**src/rtl/rxs_cfg.svh**
```systemverilog
// Address map, field positions, reset values and limits of the receiver status bank
`ifndef RXS_CFG_SVH
`define RXS_CFG_SVH

`define RXS_ADDR_W          8
`define RXS_DATA_W          8
`define RXS_LEN_W           10

`define RXS_ADDR_PEAK       8'ha7
`define RXS_ADDR_FLAGS      8'ha8
`define RXS_ADDR_ACC        8'haa
`define RXS_ADDR_LEN_LO     8'had

`define RXS_PEAK_RST        8'h00
`define RXS_FLAGS_RST       8'hff
`define RXS_FLAGS_CLR       8'h00
`define RXS_LEN_RST         10'h000
`define RXS_LEN_MAX         10'h3ff
`define RXS_LEN_ONE         10'h001
`define RXS_RDATA_RST       8'h00
`define RXS_ACC_PAD         6'h00

`define RXS_BIT_EOM_B       7
`define RXS_BIT_MIDF_B      6
`define RXS_BIT_FSYNC_B     5
`define RXS_BIT_WU_B        4
`define RXS_BIT_EOM_A       3
`define RXS_BIT_MIDF_A      2
`define RXS_BIT_FSYNC_A     1
`define RXS_BIT_WU_A        0

`define RXS_LEN_MSB_HI      9
`define RXS_LEN_MSB_LO      8
`define RXS_LEN_LSB_HI      7
`define RXS_LEN_LSB_LO      0

`endif

```
**src/rtl/rxs_pkg.sv**
```systemverilog
// Types shared by the receiver status bank
`default_nettype none
package rxs_pkg;
    typedef logic [7:0] rxs_byte_t;
    typedef logic [9:0] rxs_len_t;
    typedef enum logic [4:0] {
        RXS_SEL_NONE  = 5'b00001,
        RXS_SEL_PEAK  = 5'b00010,
        RXS_SEL_FLAGS = 5'b00100,
        RXS_SEL_ACC   = 5'b01000,
        RXS_SEL_LEN   = 5'b10000
    } rxs_sel_e;
endpackage : rxs_pkg
`default_nettype wire

```
**src/rtl/rxs_status_regs.sv**
```systemverilog
// Read-only status register bank of the receiver baseband
`include "rxs_cfg.svh"
`default_nettype none
module rxs_status_regs
    import rxs_pkg::*;
#(
    parameter int unsigned LEN_W = `RXS_LEN_W
) (
    input  wire logic                     clk_sys_i,
    input  wire logic                     rst_b_i,
    // Register port from the serial front end
    input  wire logic [`RXS_ADDR_W-1:0]   reg_addr_i,
    input  wire logic                     reg_rd_i,
    input  wire logic                     reg_wr_i,
    input  wire logic [`RXS_DATA_W-1:0]   reg_wdata_i,
    output logic      [`RXS_DATA_W-1:0]   reg_rdata_o,
    output logic                          reg_rvalid_o,
    // Peak detector and polling sequencer
    input  wire logic [`RXS_DATA_W-1:0]   peak_level_i,
    input  wire logic                     wakeup_event_i,
    input  wire logic                     self_poll_mode_i,
    input  wire logic                     cycle_end_i,
    // Interrupt events, one-cycle pulses
    input  wire logic                     end_msg_evt_a_i,
    input  wire logic                     msg_id_found_evt_a_i,
    input  wire logic                     frame_sync_evt_a_i,
    input  wire logic                     wakeup_evt_a_i,
    input  wire logic                     end_msg_evt_b_i,
    input  wire logic                     msg_id_found_evt_b_i,
    input  wire logic                     frame_sync_evt_b_i,
    input  wire logic                     wakeup_evt_b_i,
    // Payload bit counting
    input  wire logic                     payload_bit_i,
    input  wire logic                     message_start_pattern_i,
    input  wire logic                     fifo_init_i,
    output logic      [LEN_W-1:0]         payload_length_o
);
    rxs_byte_t  peak_r;
    rxs_byte_t  peak_nxt;
    rxs_byte_t  flags;
    rxs_byte_t  flag_evt;
    rxs_len_t   bit_cnt_r;
    rxs_len_t   bit_cnt_nxt;
    rxs_len_t   len_r;
    rxs_len_t   len_nxt;
    rxs_byte_t  rdata_r;
    rxs_byte_t  rdata_nxt;
    logic       rvalid_r;
    rxs_sel_e   sel;
    logic       peak_load;
    logic       flags_read;
    logic       cnt_full;
    rxs_byte_t  acc_val;

    // Decode
    assign sel = (reg_addr_i == `RXS_ADDR_PEAK)   ? RXS_SEL_PEAK  :
                 (reg_addr_i == `RXS_ADDR_FLAGS)  ? RXS_SEL_FLAGS :
                 (reg_addr_i == `RXS_ADDR_ACC)    ? RXS_SEL_ACC   :
                 (reg_addr_i == `RXS_ADDR_LEN_LO) ? RXS_SEL_LEN   :
                                                    RXS_SEL_NONE;

    // Write strobe and data are accepted on the port but steer nothing
    assign flags_read = reg_rd_i && (sel == RXS_SEL_FLAGS);

    // Wakeup peak capture
    assign peak_load = wakeup_event_i
                     | (self_poll_mode_i & cycle_end_i);
    assign peak_nxt  = peak_load ? peak_level_i : peak_r;

    always_ff @(posedge clk_sys_i or negedge rst_b_i) begin
        if (!rst_b_i) begin
            peak_r <= `RXS_PEAK_RST;
        end else begin
            peak_r <= peak_nxt;
        end
    end

    // Interrupt request flags
    assign flag_evt[`RXS_BIT_EOM_B]   = end_msg_evt_b_i;
    assign flag_evt[`RXS_BIT_MIDF_B]  = msg_id_found_evt_b_i;
    assign flag_evt[`RXS_BIT_FSYNC_B] = frame_sync_evt_b_i;
    assign flag_evt[`RXS_BIT_WU_B]    = wakeup_evt_b_i;
    assign flag_evt[`RXS_BIT_EOM_A]   = end_msg_evt_a_i;
    assign flag_evt[`RXS_BIT_MIDF_A]  = msg_id_found_evt_a_i;
    assign flag_evt[`RXS_BIT_FSYNC_A] = frame_sync_evt_a_i;
    assign flag_evt[`RXS_BIT_WU_A]    = wakeup_evt_a_i;

    for (genvar gi = 0; gi < `RXS_DATA_W; gi++) begin : g_flag
        rxs_flag_bit u_flag (
            .clk_sys_i (clk_sys_i),
            .rst_b_i   (rst_b_i),
            .set_i     (flag_evt[gi]),
            .clr_i     (flags_read),
            .flag_o    (flags[gi])
        );
    end

    // Payload bit counter; saturates so a long frame cannot wrap to a short length
    assign cnt_full    = (bit_cnt_r == `RXS_LEN_MAX);
    assign bit_cnt_nxt = fifo_init_i              ? `RXS_LEN_RST :
                         message_start_pattern_i  ? `RXS_LEN_RST :
                         (payload_bit_i && !cnt_full) ? bit_cnt_r + `RXS_LEN_ONE :
                                                    bit_cnt_r;
    // Length of the finished message is held until the next start pattern or FIFO init, which clears it
    assign len_nxt = fifo_init_i             ? `RXS_LEN_RST :
                     message_start_pattern_i ? bit_cnt_r :
                                               len_r;

    always_ff @(posedge clk_sys_i or negedge rst_b_i) begin
        if (!rst_b_i) begin
            bit_cnt_r <= `RXS_LEN_RST;
            len_r     <= `RXS_LEN_RST;
        end else begin
            bit_cnt_r <= bit_cnt_nxt;
            len_r     <= len_nxt;
        end
    end

    assign payload_length_o = LEN_W'(len_r);

    // Channel/config register: only the length MSBs are live
    assign acc_val = {len_r[`RXS_LEN_MSB_HI:`RXS_LEN_MSB_LO], `RXS_ACC_PAD};

    // Read mux; unmapped addresses read as zero
    assign rdata_nxt = (sel == RXS_SEL_PEAK)  ? peak_r :
                       (sel == RXS_SEL_FLAGS) ? flags :
                       (sel == RXS_SEL_ACC)   ? acc_val :
                       (sel == RXS_SEL_LEN)   ? len_r[`RXS_LEN_LSB_HI:`RXS_LEN_LSB_LO] :
                                                `RXS_RDATA_RST;

    // Read data is the value before the clear of the same read
    always_ff @(posedge clk_sys_i or negedge rst_b_i) begin
        if (!rst_b_i) begin
            rdata_r  <= `RXS_RDATA_RST;
            rvalid_r <= 1'b0;
        end else begin
            rdata_r  <= reg_rd_i ? rdata_nxt : rdata_r;
            rvalid_r <= reg_rd_i;
        end
    end

    assign reg_rdata_o  = rdata_r;
    assign reg_rvalid_o = rvalid_r;

    // Checks
    property p_peak_wakeup_load;
        @(posedge clk_sys_i) disable iff (!rst_b_i)
        wakeup_event_i |=> (peak_r == $past(peak_level_i));
    endproperty
    a_peak_wakeup_load: assert property (p_peak_wakeup_load)
        else $error("peak level not loaded at wakeup");

    property p_peak_poll_load;
        @(posedge clk_sys_i) disable iff (!rst_b_i)
        (self_poll_mode_i && cycle_end_i) |=> (peak_r == $past(peak_level_i));
    endproperty
    a_peak_poll_load: assert property (p_peak_poll_load)
        else $error("peak level not loaded at polling cycle end");

    property p_peak_hold;
        @(posedge clk_sys_i) disable iff (!rst_b_i)
        (!wakeup_event_i && !(self_poll_mode_i && cycle_end_i)) |=> $stable(peak_r);
    endproperty
    a_peak_hold: assert property (p_peak_hold)
        else $error("peak level changed without a load");

    property p_peak_read_keeps;
        @(posedge clk_sys_i) disable iff (!rst_b_i)
        (reg_rd_i && sel == RXS_SEL_PEAK && !peak_load)
            |=> (reg_rdata_o == peak_r) && reg_rvalid_o;
    endproperty
    a_peak_read_keeps: assert property (p_peak_read_keeps)
        else $error("peak level read changed the value");

    property p_flags_reset;
        @(posedge clk_sys_i)
        !rst_b_i |=> (flags == `RXS_FLAGS_RST) || !rst_b_i;
    endproperty
    a_flags_reset: assert property (p_flags_reset)
        else $error("flags not all ones after reset");

    property p_flag_clear_b;
        @(posedge clk_sys_i) disable iff (!rst_b_i)
        (flags_read && flag_evt[`RXS_BIT_EOM_B:`RXS_BIT_WU_B] == 4'h0)
            |=> (flags[`RXS_BIT_EOM_B:`RXS_BIT_WU_B] == 4'h0)
                && (reg_rdata_o[`RXS_BIT_EOM_B:`RXS_BIT_WU_B]
                    == $past(flags[`RXS_BIT_EOM_B:`RXS_BIT_WU_B]));
    endproperty
    a_flag_clear_b: assert property (p_flag_clear_b)
        else $error("config B flags not read and cleared");

    property p_flag_clear_a;
        @(posedge clk_sys_i) disable iff (!rst_b_i)
        (flags_read && flag_evt[`RXS_BIT_EOM_A:`RXS_BIT_WU_A] == 4'h0)
            |=> (flags[`RXS_BIT_EOM_A:`RXS_BIT_WU_A] == 4'h0)
                && (reg_rdata_o[`RXS_BIT_EOM_A:`RXS_BIT_WU_A]
                    == $past(flags[`RXS_BIT_EOM_A:`RXS_BIT_WU_A]));
    endproperty
    a_flag_clear_a: assert property (p_flag_clear_a)
        else $error("config A flags not read and cleared");

    property p_flag_set_wins;
        @(posedge clk_sys_i) disable iff (!rst_b_i)
        (flags_read && end_msg_evt_b_i && wakeup_evt_a_i)
            |=> flags[`RXS_BIT_EOM_B] && flags[`RXS_BIT_WU_A];
    endproperty
    a_flag_set_wins: assert property (p_flag_set_wins)
        else $error("event lost against read clear");

    property p_len_latch;
        @(posedge clk_sys_i) disable iff (!rst_b_i)
        (message_start_pattern_i && !fifo_init_i)
            |=> (len_r == $past(bit_cnt_r)) && (bit_cnt_r == `RXS_LEN_RST);
    endproperty
    a_len_latch: assert property (p_len_latch)
        else $error("payload length not latched at message start");

    property p_acc_layout;
        @(posedge clk_sys_i) disable iff (!rst_b_i)
        (reg_rd_i && sel == RXS_SEL_ACC)
            |=> (reg_rdata_o
                 == {$past(len_r[`RXS_LEN_MSB_HI:`RXS_LEN_MSB_LO]), `RXS_ACC_PAD});
    endproperty
    a_acc_layout: assert property (p_acc_layout)
        else $error("channel register layout wrong");

    property p_len_clear;
        @(posedge clk_sys_i) disable iff (!rst_b_i)
        fifo_init_i |=> (len_r == `RXS_LEN_RST) && (bit_cnt_r == `RXS_LEN_RST);
    endproperty
    a_len_clear: assert property (p_len_clear)
        else $error("payload length not cleared at FIFO init");

    property p_cnt_step;
        @(posedge clk_sys_i) disable iff (!rst_b_i)
        (payload_bit_i && !fifo_init_i && !message_start_pattern_i)
            |=> (bit_cnt_r == ($past(cnt_full) ? `RXS_LEN_MAX
                                               : $past(bit_cnt_r) + `RXS_LEN_ONE));
    endproperty
    a_cnt_step: assert property (p_cnt_step)
        else $error("bit count step or saturation wrong");

    property p_write_no_effect;
        @(posedge clk_sys_i) disable iff (!rst_b_i)
        (reg_wr_i && !reg_rd_i && flag_evt == `RXS_FLAGS_CLR && !peak_load
            && !fifo_init_i && !message_start_pattern_i)
            |=> $stable(flags) && $stable(peak_r) && $stable(len_r);
    endproperty
    a_write_no_effect: assert property (p_write_no_effect)
        else $error("write altered a read-only register");

    property p_flags_read_data;
        @(posedge clk_sys_i) disable iff (!rst_b_i)
        flags_read
            |=> reg_rvalid_o && (reg_rdata_o == $past(flags));
    endproperty
    a_flags_read_data: assert property (p_flags_read_data)
        else $error("flag read did not return the flags before the clear");

    property p_flag_keep;
        @(posedge clk_sys_i) disable iff (!rst_b_i)
        !flags_read
            |=> ((flags & $past(flags)) == $past(flags));
    endproperty
    a_flag_keep: assert property (p_flag_keep)
        else $error("flag cleared without a read");

    property p_flag_set_any;
        @(posedge clk_sys_i) disable iff (!rst_b_i)
        (flag_evt != `RXS_FLAGS_CLR)
            |=> ((flags & $past(flag_evt)) == $past(flag_evt));
    endproperty
    a_flag_set_any: assert property (p_flag_set_any)
        else $error("interrupt event did not set its flag");

    property p_len_hold;
        @(posedge clk_sys_i) disable iff (!rst_b_i)
        (!fifo_init_i && !message_start_pattern_i)
            |=> $stable(len_r);
    endproperty
    a_len_hold: assert property (p_len_hold)
        else $error("payload length changed between message starts");

    property p_len_lo_read;
        @(posedge clk_sys_i) disable iff (!rst_b_i)
        (reg_rd_i && sel == RXS_SEL_LEN)
            |=> (reg_rdata_o == $past(len_r[`RXS_LEN_LSB_HI:`RXS_LEN_LSB_LO]));
    endproperty
    a_len_lo_read: assert property (p_len_lo_read)
        else $error("payload length low byte read wrong");

    c_wakeup_load:  cover property (@(posedge clk_sys_i) disable iff (!rst_b_i)
                                    wakeup_event_i ##1 reg_rd_i && sel == RXS_SEL_PEAK);
    c_flag_clear:   cover property (@(posedge clk_sys_i) disable iff (!rst_b_i)
                                    flags_read ##1 flags == `RXS_FLAGS_CLR);
    c_set_on_read:  cover property (@(posedge clk_sys_i) disable iff (!rst_b_i)
                                    flags_read && frame_sync_evt_a_i);
    c_len_latch:    cover property (@(posedge clk_sys_i) disable iff (!rst_b_i)
                                    message_start_pattern_i && bit_cnt_r != `RXS_LEN_RST);
    c_cnt_sat:      cover property (@(posedge clk_sys_i) disable iff (!rst_b_i)
                                    cnt_full && payload_bit_i);
endmodule : rxs_status_regs
`default_nettype wire

```
**src/rtl/rxs_flag_bit.sv**
```systemverilog
// One read-to-clear interrupt request flag that sets to one at reset
`default_nettype none
module rxs_flag_bit (
    input  wire logic clk_sys_i,
    input  wire logic rst_b_i,
    input  wire logic set_i,
    input  wire logic clr_i,
    output logic      flag_o
);
    logic flag_r;
    logic flag_nxt;

    // Set beats clear so an event arriving during the read survives it
    assign flag_nxt = set_i | (flag_r & ~clr_i);

    always_ff @(posedge clk_sys_i or negedge rst_b_i) begin
        if (!rst_b_i) begin
            flag_r <= 1'b1;
        end else begin
            flag_r <= flag_nxt;
        end
    end

    assign flag_o = flag_r;
endmodule : rxs_flag_bit
`default_nettype wire

```
**config.mk**
```make
export PLATFORM = sky130hd
export DESIGN_NAME = rxs_status_regs
export DESIGN_NICKNAME = d
export VERILOG_FILES = /design/src/rtl/rxs_pkg.sv /design/src/rtl/rxs_status_regs.sv /design/src/rtl/rxs_flag_bit.sv
export VERILOG_INCLUDE_DIRS = /design/src /design/src/rtl
export SDC_FILE = /design/constraint.sdc
export NUM_CORES = 1
export LEC_CHECK = 0
export BUFFER_PORTS_ARGS = -buffer_cell sky130_fd_sc_hd__buf_4
export CORE_MARGIN = 4
export CORE_UTILIZATION = 51
export DETAILED_ROUTE_END_ITERATION = 7
export GPL_ROUTABILITY_DRIVEN = 1
export MAX_ROUTING_LAYER = met4
export PLACE_DENSITY = 0.78
export SETUP_SLACK_MARGIN = 0.3
export SLEW_MARGIN = 20
export SYNTH_ARGS = -nofsm -noshare
export SYNTH_HDL_FRONTEND = slang
export SYNTH_SLANG_ARGS = --single-unit
export TNS_END_PERCENT = 50
```
**constraint.sdc**
```tcl
create_clock -name clk_sys_i -period 1.6 [get_ports clk_sys_i]
set_input_delay 0 -clock clk_sys_i [delete_from_list [all_inputs] [get_ports clk_sys_i]]
set_output_delay 0 -clock clk_sys_i [all_outputs]
set_load 0.02 [all_outputs]
```
==> reports/qor.yml, run 1 <==
outcome:
  status: "completed"
floorplan:
  rows: 23
  io_pins: 61
  dieArea_um2: 5360
  core_area_um2: 4060
  start_util_pct: 53.5
  die_h_um: 73.2
  die_x_um: 73.2
grt:
  antenna_found_initial: 0
  grt_pass1_wl_um: 8580
  grt_pass1_vias: 1813
  grt_max_degree: 46
  grt-ovfl-total: 0
  grt_usage_pct: 21.2
power_and_ir_drop:
  p_per_area_nw_per_um2: 773
  power_frac_seq_pct: 51.0
  vdd_drop_max_mv: 0.519
  intPower_uw: 1810
  cellLeakagePower_uw: 0.00130
  swShare_pct: 21.8
  pwr-share-comb_pct: 10.8
  net-switching-power_uw: 504
  clkPwrFrac_pct: 38.2
critical_path:
  endpoint_kind: "register"
  worstSetupStartpointType: "register"
  arrival_ns: 1.52
  cp_max_fo: 4
  cp.required_ns: 1.77
  worstSetupPathType: "register to register"
  crit_slowest_cell: "dfrtp_2"
  crit_buf_inv: 0
  critPathTopFamily: "flip-flops"
  path_cells: "and4_4, a2111oi_4, xnor2_1, nor2_1"
  max_stage_delay_ns: 0.44
clock_tree:
  htreeDepth: 2
  insertion_delay_ns: 0.29
  cts.sinks: 45
  numCtsBuffers: 5
  clkSlewWorstSetupHoldPaths_ns: 0.08
  clock_path_buffers: 2
  cts_root_buf: "clkbuf_8"
  cts_tree: "done"
synthesis:
  ys_warn_count: 0
  synth_area_per_cell_um2: 11.0
  yosysUniqueCellTypes: 41
  synth_nets: 240
  synth_area_um2: 2170
  synthCells: 197
  ys_ff_latch: 45
  synth_seq_area_share_pct: 52.3
layout:
  nets: 316
  synthToLayoutAreaGrowth_pct: 37.8
  drive_gt1_share_pct: 38.3
  antenna_cells: 0
worst_hold_path:
  hp-class: "primary input to register"
route:
  drt_iter0_drc: 186
  avgRoutedWirePerCell_um: 15.6
  wl_um: 5060
  vias: 1811
  drt-pass1-iter-count: 4
  drc: 0
  ant_nets: 0
  viasPerCell: 5.59
timing:
  tightest_slew_ns: 0.544
  setup_viol: 0
  fin_hold_ws_ns: 0.122
  finalMaxSlewViolations: 0
  fmax_mhz: 741
  fin_ws_ns: 0.251
  finalCriticalPeriod_ns: 1.35
  grt_setup_unrepaired: "true"
  setup-tns-final_ns: 0
  final.setup_skew_ns: 0.0137
  finalHoldViolCount: 0
  max_slew_margin_pct: 63.7
  finalCritPeriodShare_pct: 84.3
placed_design:
  hpwlAfterDp_um: 3430
  portBuffers: 51
  globalplace.congestion: 0.840
  dp_slack_ns: 0.198
flow_run:
  cap_violations: 0
## synthesized netlist by cell type, drive strengths merged
cell / number / area share, %
nor4b: 1 / 1.1
xor2: 1 / 0.40
nor2: 21 / 3.6
a2111oi: 1 / 1.3
and4: 2 / 0.92
a211oi: 2 / 0.69
dfstp: 8 / 9.7
nand4: 6 / 2.3
a21o: 8 / 2.8
dfrtp: 37 / 43
clkbuf: 4 / 0.69
nand2: 4 / 0.69
and3b: 1 / 0.40
nand2b: 1 / 0.29
nand3: 2 / 1.0
ha: 1 / 0.58
nor2b: 1 / 0.29
inv: 9 / 1.6
or3b: 1 / 0.40
or2: 1 / 0.29
and4bb: 1 / 0.58
o221ai: 2 / 0.81
o22ai: 6 / 1.7
o31ai: 1 / 0.58
nor3: 5 / 1.2
mux2i: 13 / 6.0
mux2: 8 / 4.2
a21oi: 17 / 4.1
and2: 2 / 0.58
a41o: 1 / 0.52
o311ai: 1 / 0.40
buf: 6 / 1.4
nand3b: 8 / 2.8
o211ai: 1 / 0.35
a31oi: 2 / 0.58
o21ai: 10 / 2.3
xnor2: 1 / 0.40
## routing by layer
metal / vias to the layer above / global-route usage, % / wire [um]
met5: - / - / 0
met4: 0 / 4.92 / 27
met3: 4 / 2.89 / 336
met2: 73 / 32.7 / 2380
met1: 863 / 29.7 / 2310
li1: 871 / - / -
## placed cells by master (no fill, tap or decap), drive strengths merged, types with 9 or more instances in the layout
master	n
mux2i	13
a21oi	17
dfrtp	37
dlygate4sd3	20
inv	9
nor2	21
o21ai	10
buf	59
## logic make-up (layout without fill, tap and decap cells)
logic type / after synthesis / count (layout) / share of synthesized area [%]
AOI/OAI and AO/OA: 52 / 52 / 16.1
DFF: 45 / 45 / 52.3
and+or+nand+nor: 57 / 57 / 16.4
buffers and inverters: 19 / 96 / 3.63
muxes: 21 / 21 / 10.1
xor gates and xnor gates: 2 / 2 / 0.807
adders and majority gates: 1 / 1 / 0.576
## repair_timing
action / in CTS / in global routing
hold endpoints to repair: 73 / 0
gates resized for setup: 7 / 2
cloned: 0 / 0
pin swaps: 2 / 1
buffers inserted: 4 / 1
endpoints found under the setup margin: 5 / 7
hold buffers: 20 / 0
## sequential cells by signal, indices dropped and copies added (netlist names)
| register | count |
|---|---|
| payload_length_o | 10 |
| peak_r | 8 |
| bit_cnt_r | 10 |
| reg_rvalid_o | 1 |
| g_flag.u_flag.flag_o | 8 |
| reg_rdata_o | 8 |
## metrics by stage
step	power [uW]	cell area, um^2	std cells	util [%]
final	2310	2990	324	73.7
after global routing	2400	2990	324	73.7
after CTS	2320	2980	323	73.5
after detailed placement	1410	2620	291	64.7
after global placement	1400	2620	291	64.7
after floorplan	1290	2200	197	-
## power groups by stage
stage,Combinational [uW],Sequential [uW],Clock [uW]
after floorplan,91.0,1200,0
after CTS,250,1180,895
after detailed placement,207,1200,0
after global routing,275,1180,946
after global placement,203,1200,0
final,249,1180,885
## worst reg2reg max path: stages, from the launching register on
cell,delay [ns]
dfrtp_2,0.44
and4_4,0.22
a2111oi_4,0.37
xnor2_1,0.15
nor2_1,0.05
## final cells by class
| type | count | area [um^2] |
|---|---|---|
| sequential | 45 | 1150 |
| timing repair buffer | 79 | 643 |
| inverter | 9 | 33.8 |
| tap | 50 | 62.6 |
| multi-input combinational | 133 | 985 |
| clock buffer | 6 | 82.6 |
| clock inverter | 2 | 37.5 |
| fill | 287 | 1070 |
## worst paths after layout
check | cells after the start | slack (ns) | to | start
setup / recovery | 4 | 0.25 | bit_cnt_r[7] | bit_cnt_r[9]
hold / removal | 3 | 0.12 | payload_length_o[6] | message_start_pattern_i
setup reg to reg | 4 | 0.25 | bit_cnt_r[7] | bit_cnt_r[9]
hold reg to reg | 1 | 0.51 | g_flag[7].u_flag.flag_o | g_flag[7].u_flag.flag_o
max in group asynchronous | 2 | 0.96 | bit_cnt_r[9] | rst_b_i
min in group asynchronous | 2 | 0.23 | reg_rdata_o[7] | rst_b_i
Note: power is estimated with default switching activity, not from simulation.
==> run 2, diff against run 1 <==
--- a/config.mk
+++ b/config.mk
@@ -6,13 +6,14 @@
 export SDC_FILE = /design/constraint.sdc
 export NUM_CORES = 1
 export LEC_CHECK = 0
+export ABC_AREA = 1
 export BUFFER_PORTS_ARGS = -buffer_cell sky130_fd_sc_hd__buf_4
 export CORE_MARGIN = 4
-export CORE_UTILIZATION = 51
+export CORE_UTILIZATION = 47
 export DETAILED_ROUTE_END_ITERATION = 7
 export GPL_ROUTABILITY_DRIVEN = 1
 export MAX_ROUTING_LAYER = met4
-export PLACE_DENSITY = 0.78
+export PLACE_DENSITY = 0.75
 export SETUP_SLACK_MARGIN = 0.3
 export SLEW_MARGIN = 20
 export SYNTH_ARGS = -nofsm -noshare
==> constraint.sdc (replaced) <==
create_clock -name clk_sys_i -period 1.2 [get_ports clk_sys_i]
set_input_delay 0 -clock clk_sys_i [delete_from_list [all_inputs] [get_ports clk_sys_i]]
set_output_delay 0 -clock clk_sys_i [all_outputs]
set_load 0.02 [all_outputs]
==> reports/qor.yml, run 2 <==
layout:
  n_fill_cell: 390
  final_cells: 428
  post-route-cell-area_um2: 3280
  antenna_cells: 0
  layout_commonest_cell: "nand2_1"
  multiInputGateArea_um2: 1080
  synthToLayoutAreaGrowth_pct: 40.8
  nets: 403
  ff_latch_area_um2: 1140
  final_cell_mix: "nand2_1 (80), buf_4 (60), dfrtp_1 (37)"
  drive_gt1_share_pct: 34.3
synthesis:
  synth_common_cells: "nand2_1 (81), dfrtp_1 (37), inv_1 (33)"
  synth_flop_cell: "dfrtp_1"
  synth.most_common_cell: "nand2_1"
  synth_area_per_cell_um2: 8.56
  netlist_top_cells_area: "dfrtp_1 (40%), nand2_1 (13%), dfstp_2 (9.0%), inv_1 (5.3%), nand3_1 (4.9%)"
  async_reset_ff_share_pct: 100
  synth_seq_area_share_pct: 48.8
  synth_nets: 315
  yosysUniqueCellTypes: 29
  yosysTopAreaCell: "dfrtp_1"
  synth-edff-count: 0
  ys_warn_count: 0
  synth_area_um2: 2330
  synth.top_cell.area_share_pct: 39.8
  synthCells: 272
  ys_ff_latch: 45
clock_tree:
  insertion_delay_ns: 0.30
  htreeDepth: 2
  cts.sinks: 45
  cts_root_buf: "clkbuf_8"
  cts_tree: "done"
  clock_path_buffers: 2
  clkSlewWorstSetupHoldPaths_ns: 0.08
  numCtsBuffers: 5
floorplan:
  core_area_um2: 4750
  die_h_um: 78.4
  rows: 25
  die_x_um: 78.4
  dieArea_um2: 6140
  start_util_pct: 48.9
  io_pins: 61
grt:
  grt_pass1_vias: 2135
  grt-ovfl-total: 0
  grt_pass1_wl_um: 10100
  grt_usage_pct: 21.5
  antenna_found_initial: 0
  grt_max_degree: 46
critical_path:
  worstSetupPathType: "register to register"
  r2r_slack_ns: -0.22
  arrival_ns: 1.61
  cp_max_fo: 4
  endpoint_kind: "register"
  worstSetupStartpointType: "register"
  max_stage_delay_ns: 0.37
  path_cells: "ha_2, nand3_2, nor3_4, nand2_2, buf_4, a31oi_1, nor2_1"
  crit_slowest_cell: "dfrtp_1"
  cp.required_ns: 1.39
route:
  ant_nets: 0
  vias: 2153
  wl_um: 5980
  wl_met1_um: 2460
  drc: 0
  drt-pass1-iter-count: 4
  met3WireLength_um: 272
  viasPerCell: 5.03
  met2_length_um: 3150
  avgRoutedWirePerCell_um: 14.0
  drt_iter0_drc: 166
  top_layer_used: "met4"
timing:
  fin_ws_ns: -0.221
  max_slew_margin_pct: 62.2
  final.setup_skew_ns: 0.00384
  finalMaxSlewViolations: 0
  tightest_slew_ns: 0.568
  grt_setup_unrepaired: "true"
  finalCriticalPeriod_ns: 1.42
  finalCritPeriodShare_pct: 118
  finalHoldViolCount: 0
  setup_viol: 10
  fmax_mhz: 704
  fin_hold_ws_ns: 0.0229
placed_design:
  globalplace.congestion: 0.955
  hpwlAfterDp_um: 4160
  place_inst: 399
  portBuffers: 51
  dpl_cell_area_um2: 2880
  dp_slack_ns: -0.185
flow_run:
  cap_violations: 0
power_and_ir_drop:
  vdd_drop_max_mv: 0.599
  p_per_area_nw_per_um2: 949
  finalPower_uw: 3110
  cellLeakagePower_uw: 0.00166
worst_hold_path:
  hp-class: "primary input to register"
outcome:
  status: "finished, violations left"
  violations: "negative setup slack"
[run 2: changes by cell type after synthesis, sizes merged, moves of 5 or more]
cell,previous run,this run
nand3,2,25
o211ai,1,6
a21oi,17,0
nand3b,8,0
inv,9,36
a21o,8,0
nand2,4,85
o21ai,10,18
mux2i,13,0
o21bai,0,8
[run 2: stage by stage]
step                      setup TNS, ns  util (%)
after floorplan                   -1.43         -
after global placement           -0.790      60.7
after detailed placement          -1.44      60.7
after CTS                         -1.74      67.3
after global routing              -2.80      68.9
final                             -1.94      68.9
[run 2: timing repair]
item	in CTS	in global routing
cloned	0	0
buffers inserted	0	2
gates resized for setup	1	17
hold buffers	19	0
pin swaps	1	24
setup endpoints to repair	12	28
hold endpoints to repair	59	0
[run 2: critical path, delay by kind of cell, from the launching register on]
kind / cells / cell delay (ns)
AO/OA/AOI/OAI: 1 / 0.13
adder cells (fa/ha/maj): 1 / 0.19
buffers and inverters: 1 / 0.16
flip-flops: 1 / 0.37
AND/OR/NAND/NOR: 4 / 0.45
[run 2: layout make-up]
cell class	count	share of cell area [%]
clock inverters	1	0.916
multi-input cells	186	32.9
flip-flops and latches	45	34.7
well taps	67	2.56
repair buffers	86	22.2
inverters	36	4.12
clock buffers	7	2.63
[run 2: report_power, final]
part | internal, uW | switching [uW]
clock | 679 | 502
combinational | 177 | 186
sequential | 1550 | 14.0
[run 2: worst paths after layout]
| check | startpoint | end | cells after the start |
|---|---|---|---|
| min in group asynchronous | rst_b_i | reg_rdata_o[3] | 2 |
| worst max register to register | bit_cnt_r[1] | bit_cnt_r[6] | 7 |
| worst min-delay path | fifo_init_i | bit_cnt_r[2] | 4 |
| max in group asynchronous | rst_b_i | g_flag[3].u_flag.flag_o | 2 |
| worst min register to register | reg_rdata_o[1] | reg_rdata_o[1] | 2 |
| worst max-delay path | bit_cnt_r[1] | bit_cnt_r[6] | 7 |
[run 2: layer usage]
metal	track usage, %	vias to the layer above
li1	-	1061
met4	5.77	0
met1	25.9	1021
met2	37.2	61
met3	3.90	10
met5	-	-
[run 2: kinds of logic (layout without fill, tap and decap cells)]
kind of cell    after synthesis  count (layout)  synth area share [%]
flops                        45              45                  48.8
fa+ha+maj                     1               1                 0.538
buf+inv                      41             130                  7.10
compound gates               35              35                  11.0
simple gates                146             146                  30.6
mux                           4               4                  1.94
==> run 3, diff against run 2 <==
--- a/config.mk
+++ b/config.mk
@@ -9,11 +9,12 @@
 export ABC_AREA = 1
 export BUFFER_PORTS_ARGS = -buffer_cell sky130_fd_sc_hd__buf_4
 export CORE_MARGIN = 4
-export CORE_UTILIZATION = 47
+export CORE_UTILIZATION = 49
+export CTS_BUF_LIST = sky130_fd_sc_hd__clkbuf_4 sky130_fd_sc_hd__clkbuf_8
 export DETAILED_ROUTE_END_ITERATION = 7
 export GPL_ROUTABILITY_DRIVEN = 1
 export MAX_ROUTING_LAYER = met4
-export PLACE_DENSITY = 0.75
+export PLACE_DENSITY = 0.78
 export SETUP_SLACK_MARGIN = 0.3
 export SLEW_MARGIN = 20
 export SYNTH_ARGS = -nofsm -noshare
==> reports/qor.yml, run 3 (synthesized netlist as in run 2, its figures left out) <==
route:
  vias: 2127
  drc: 0
  viasPerCell: 5.13
  drt-pass1-iter-count: 5
  avgRoutedWirePerCell_um: 13.8
  drt_iter0_drc: 146
  wl_um: 5720
  ant_nets: 0
critical_path:
  arrival_ns: 1.55
  endpoint_kind: "register"
  path_cells: "ha_4, nand3_4, nor3_4, nand2_2, nand2_4, nand2_8, nand3_1, nand2_1"
  worstReg2RegStart: "bit_cnt_r[0]"
  max_stage_delay_ns: 0.41
  critPathTopFamily: "simple AND/OR/NAND/NOR gates"
  worstSetupPathType: "register to register"
  crit_slowest_cell: "dfrtp_1"
  worstSetupStartpointType: "register"
  cp.required_ns: 1.40
  crit_start: "bit_cnt_r[0]"
  cp_max_fo: 8
  crit_buf_inv: 0
layout:
  layout_commonest_cell: "nand2_1"
  antenna_cells: 0
  final_cells: 415
  final_cell_mix: "nand2_1 (80), buf_4 (63), dfrtp_1 (37)"
  multiInputGateArea_um2: 1100
  ff_latch_area_um2: 1140
  n_fill_cell: 327
  nets: 405
  post-route-cell-area_um2: 3280
  synthToLayoutAreaGrowth_pct: 40.8
  drive_gt1_share_pct: 35.8
  fin_util_pct: 73.2
clock_tree:
  cts.sinks: 45
  htreeDepth: 2
  numCtsBuffers: 5
  insertion_delay_ns: 0.30
  cts_root_buf: "clkbuf_8"
  clock_path_buffers: 2
  clkSlewWorstSetupHoldPaths_ns: 0.08
  cts_tree: "done"
timing:
  tightest_slew_ns: 0.551
  finalCritPeriodShare_pct: 113
  max_slew_margin_pct: 63.3
  fin_ws_ns: -0.157
  finalCriticalPeriod_ns: 1.36
  grt_setup_unrepaired: "true"
  finalMaxSlewViolations: 0
  finalHoldViolCount: 0
  fmax_mhz: 737
  fin_hold_ws_ns: 0.0282
  final.setup_skew_ns: 0.0104
  setup_viol: 10
floorplan:
  rows: 24
  io_pins: 61
  core_area_um2: 4470
  dieArea_um2: 5920
  start_util_pct: 52.0
  die_h_um: 76.9
  die_x_um: 76.9
outcome:
  violations: "negative setup slack"
  status: "finished, violations left"
grt:
  grt-ovfl-total: 0
  grt_max_degree: 46
  grt_pass1_wl_um: 9680
  grt_usage_pct: 21.0
  grt_pass1_vias: 2083
  antenna_found_initial: 0
power_and_ir_drop:
  vdd_drop_max_mv: 0.655
  p_per_area_nw_per_um2: 872
  cellLeakagePower_uw: 0.00166
worst_hold_path:
  hp-class: "primary input to register"
  hold_start: "fifo_init_i"
placed_design:
  hpwlAfterDp_um: 4100
  place_inst: 385
  globalplace.congestion: 0.971
  portBuffers: 51
  dpl_cell_area_um2: 2890
flow_run:
  cap_violations: 0
## run 3: cell types whose count changed in the layout (fill, tap and decap cells not counted), sizes merged
cell	delta
clkinvlp	+1
clkinv	+2
clkbuf	-2
buf	+2
bufinv	-1
## run 3: through the flow
stage	TNS, ns	setup WS (ns)	total power (uW)
after floorplan	-1.43	-0.188	1720
after global routing	-2.32	-0.281	2980
after global placement	-0.826	-0.116	1890
after detailed placement	-1.34	-0.172	1900
final	-1.31	-0.157	2860
after CTS	-1.47	-0.173	2870
## run 3: layout make-up
class	count	area share, %
tap	52	1.99
multi-input combinational	186	33.7
clock buffer	5	2.10
inverter	36	4.13
sequential	45	34.7
timing repair buffer	88	22.8
clock inverter	3	0.535
## run 3: metal layers
metal | part of all wire, % | track usage, %
met5 | 0 | -
met3 | 5.8 | 4.45
met2 | 51 | 35.8
met4 | 1.9 | 6.34
met1 | 41 | 25.0
## run 3: power breakdown
group	internal [uW]	leakage, uW	switching [uW]	total, uW
Clock	402	0.0000439	514	916
Sequential	1550	0.000581	16.4	1570
Combinational	184	0.00104	188	372
Total	2140	0.00166	719	2860
## run 3: final timing paths
path | slack, ns | end | cells after the start
worst max-delay path | -0.16 | bit_cnt_r[3] | 8
worst min-delay path | 0.03 | bit_cnt_r[2] | 4
worst max register to register | -0.16 | bit_cnt_r[3] | 8
worst min register to register | 0.48 | reg_rdata_o[6] | 2
max in group asynchronous | 0.59 | peak_r[5] | 2
min in group asynchronous | 0.23 | peak_r[7] | 2
## run 3: worst min-delay path, cell delays in order
cell and delay (ns):
buf_4 0.12, nor4_1 0.06, nand2_1 0.06, o21ai_2 0.05
## run 3: what timing repair did
action	in CTS	in global routing
pin swaps	0	20
gates cloned	0	0
endpoints found under the hold margin	59	0
resized for setup	4	18
setup buffers	2	1
endpoints found under the setup margin	12	24
hold buffers	19	0
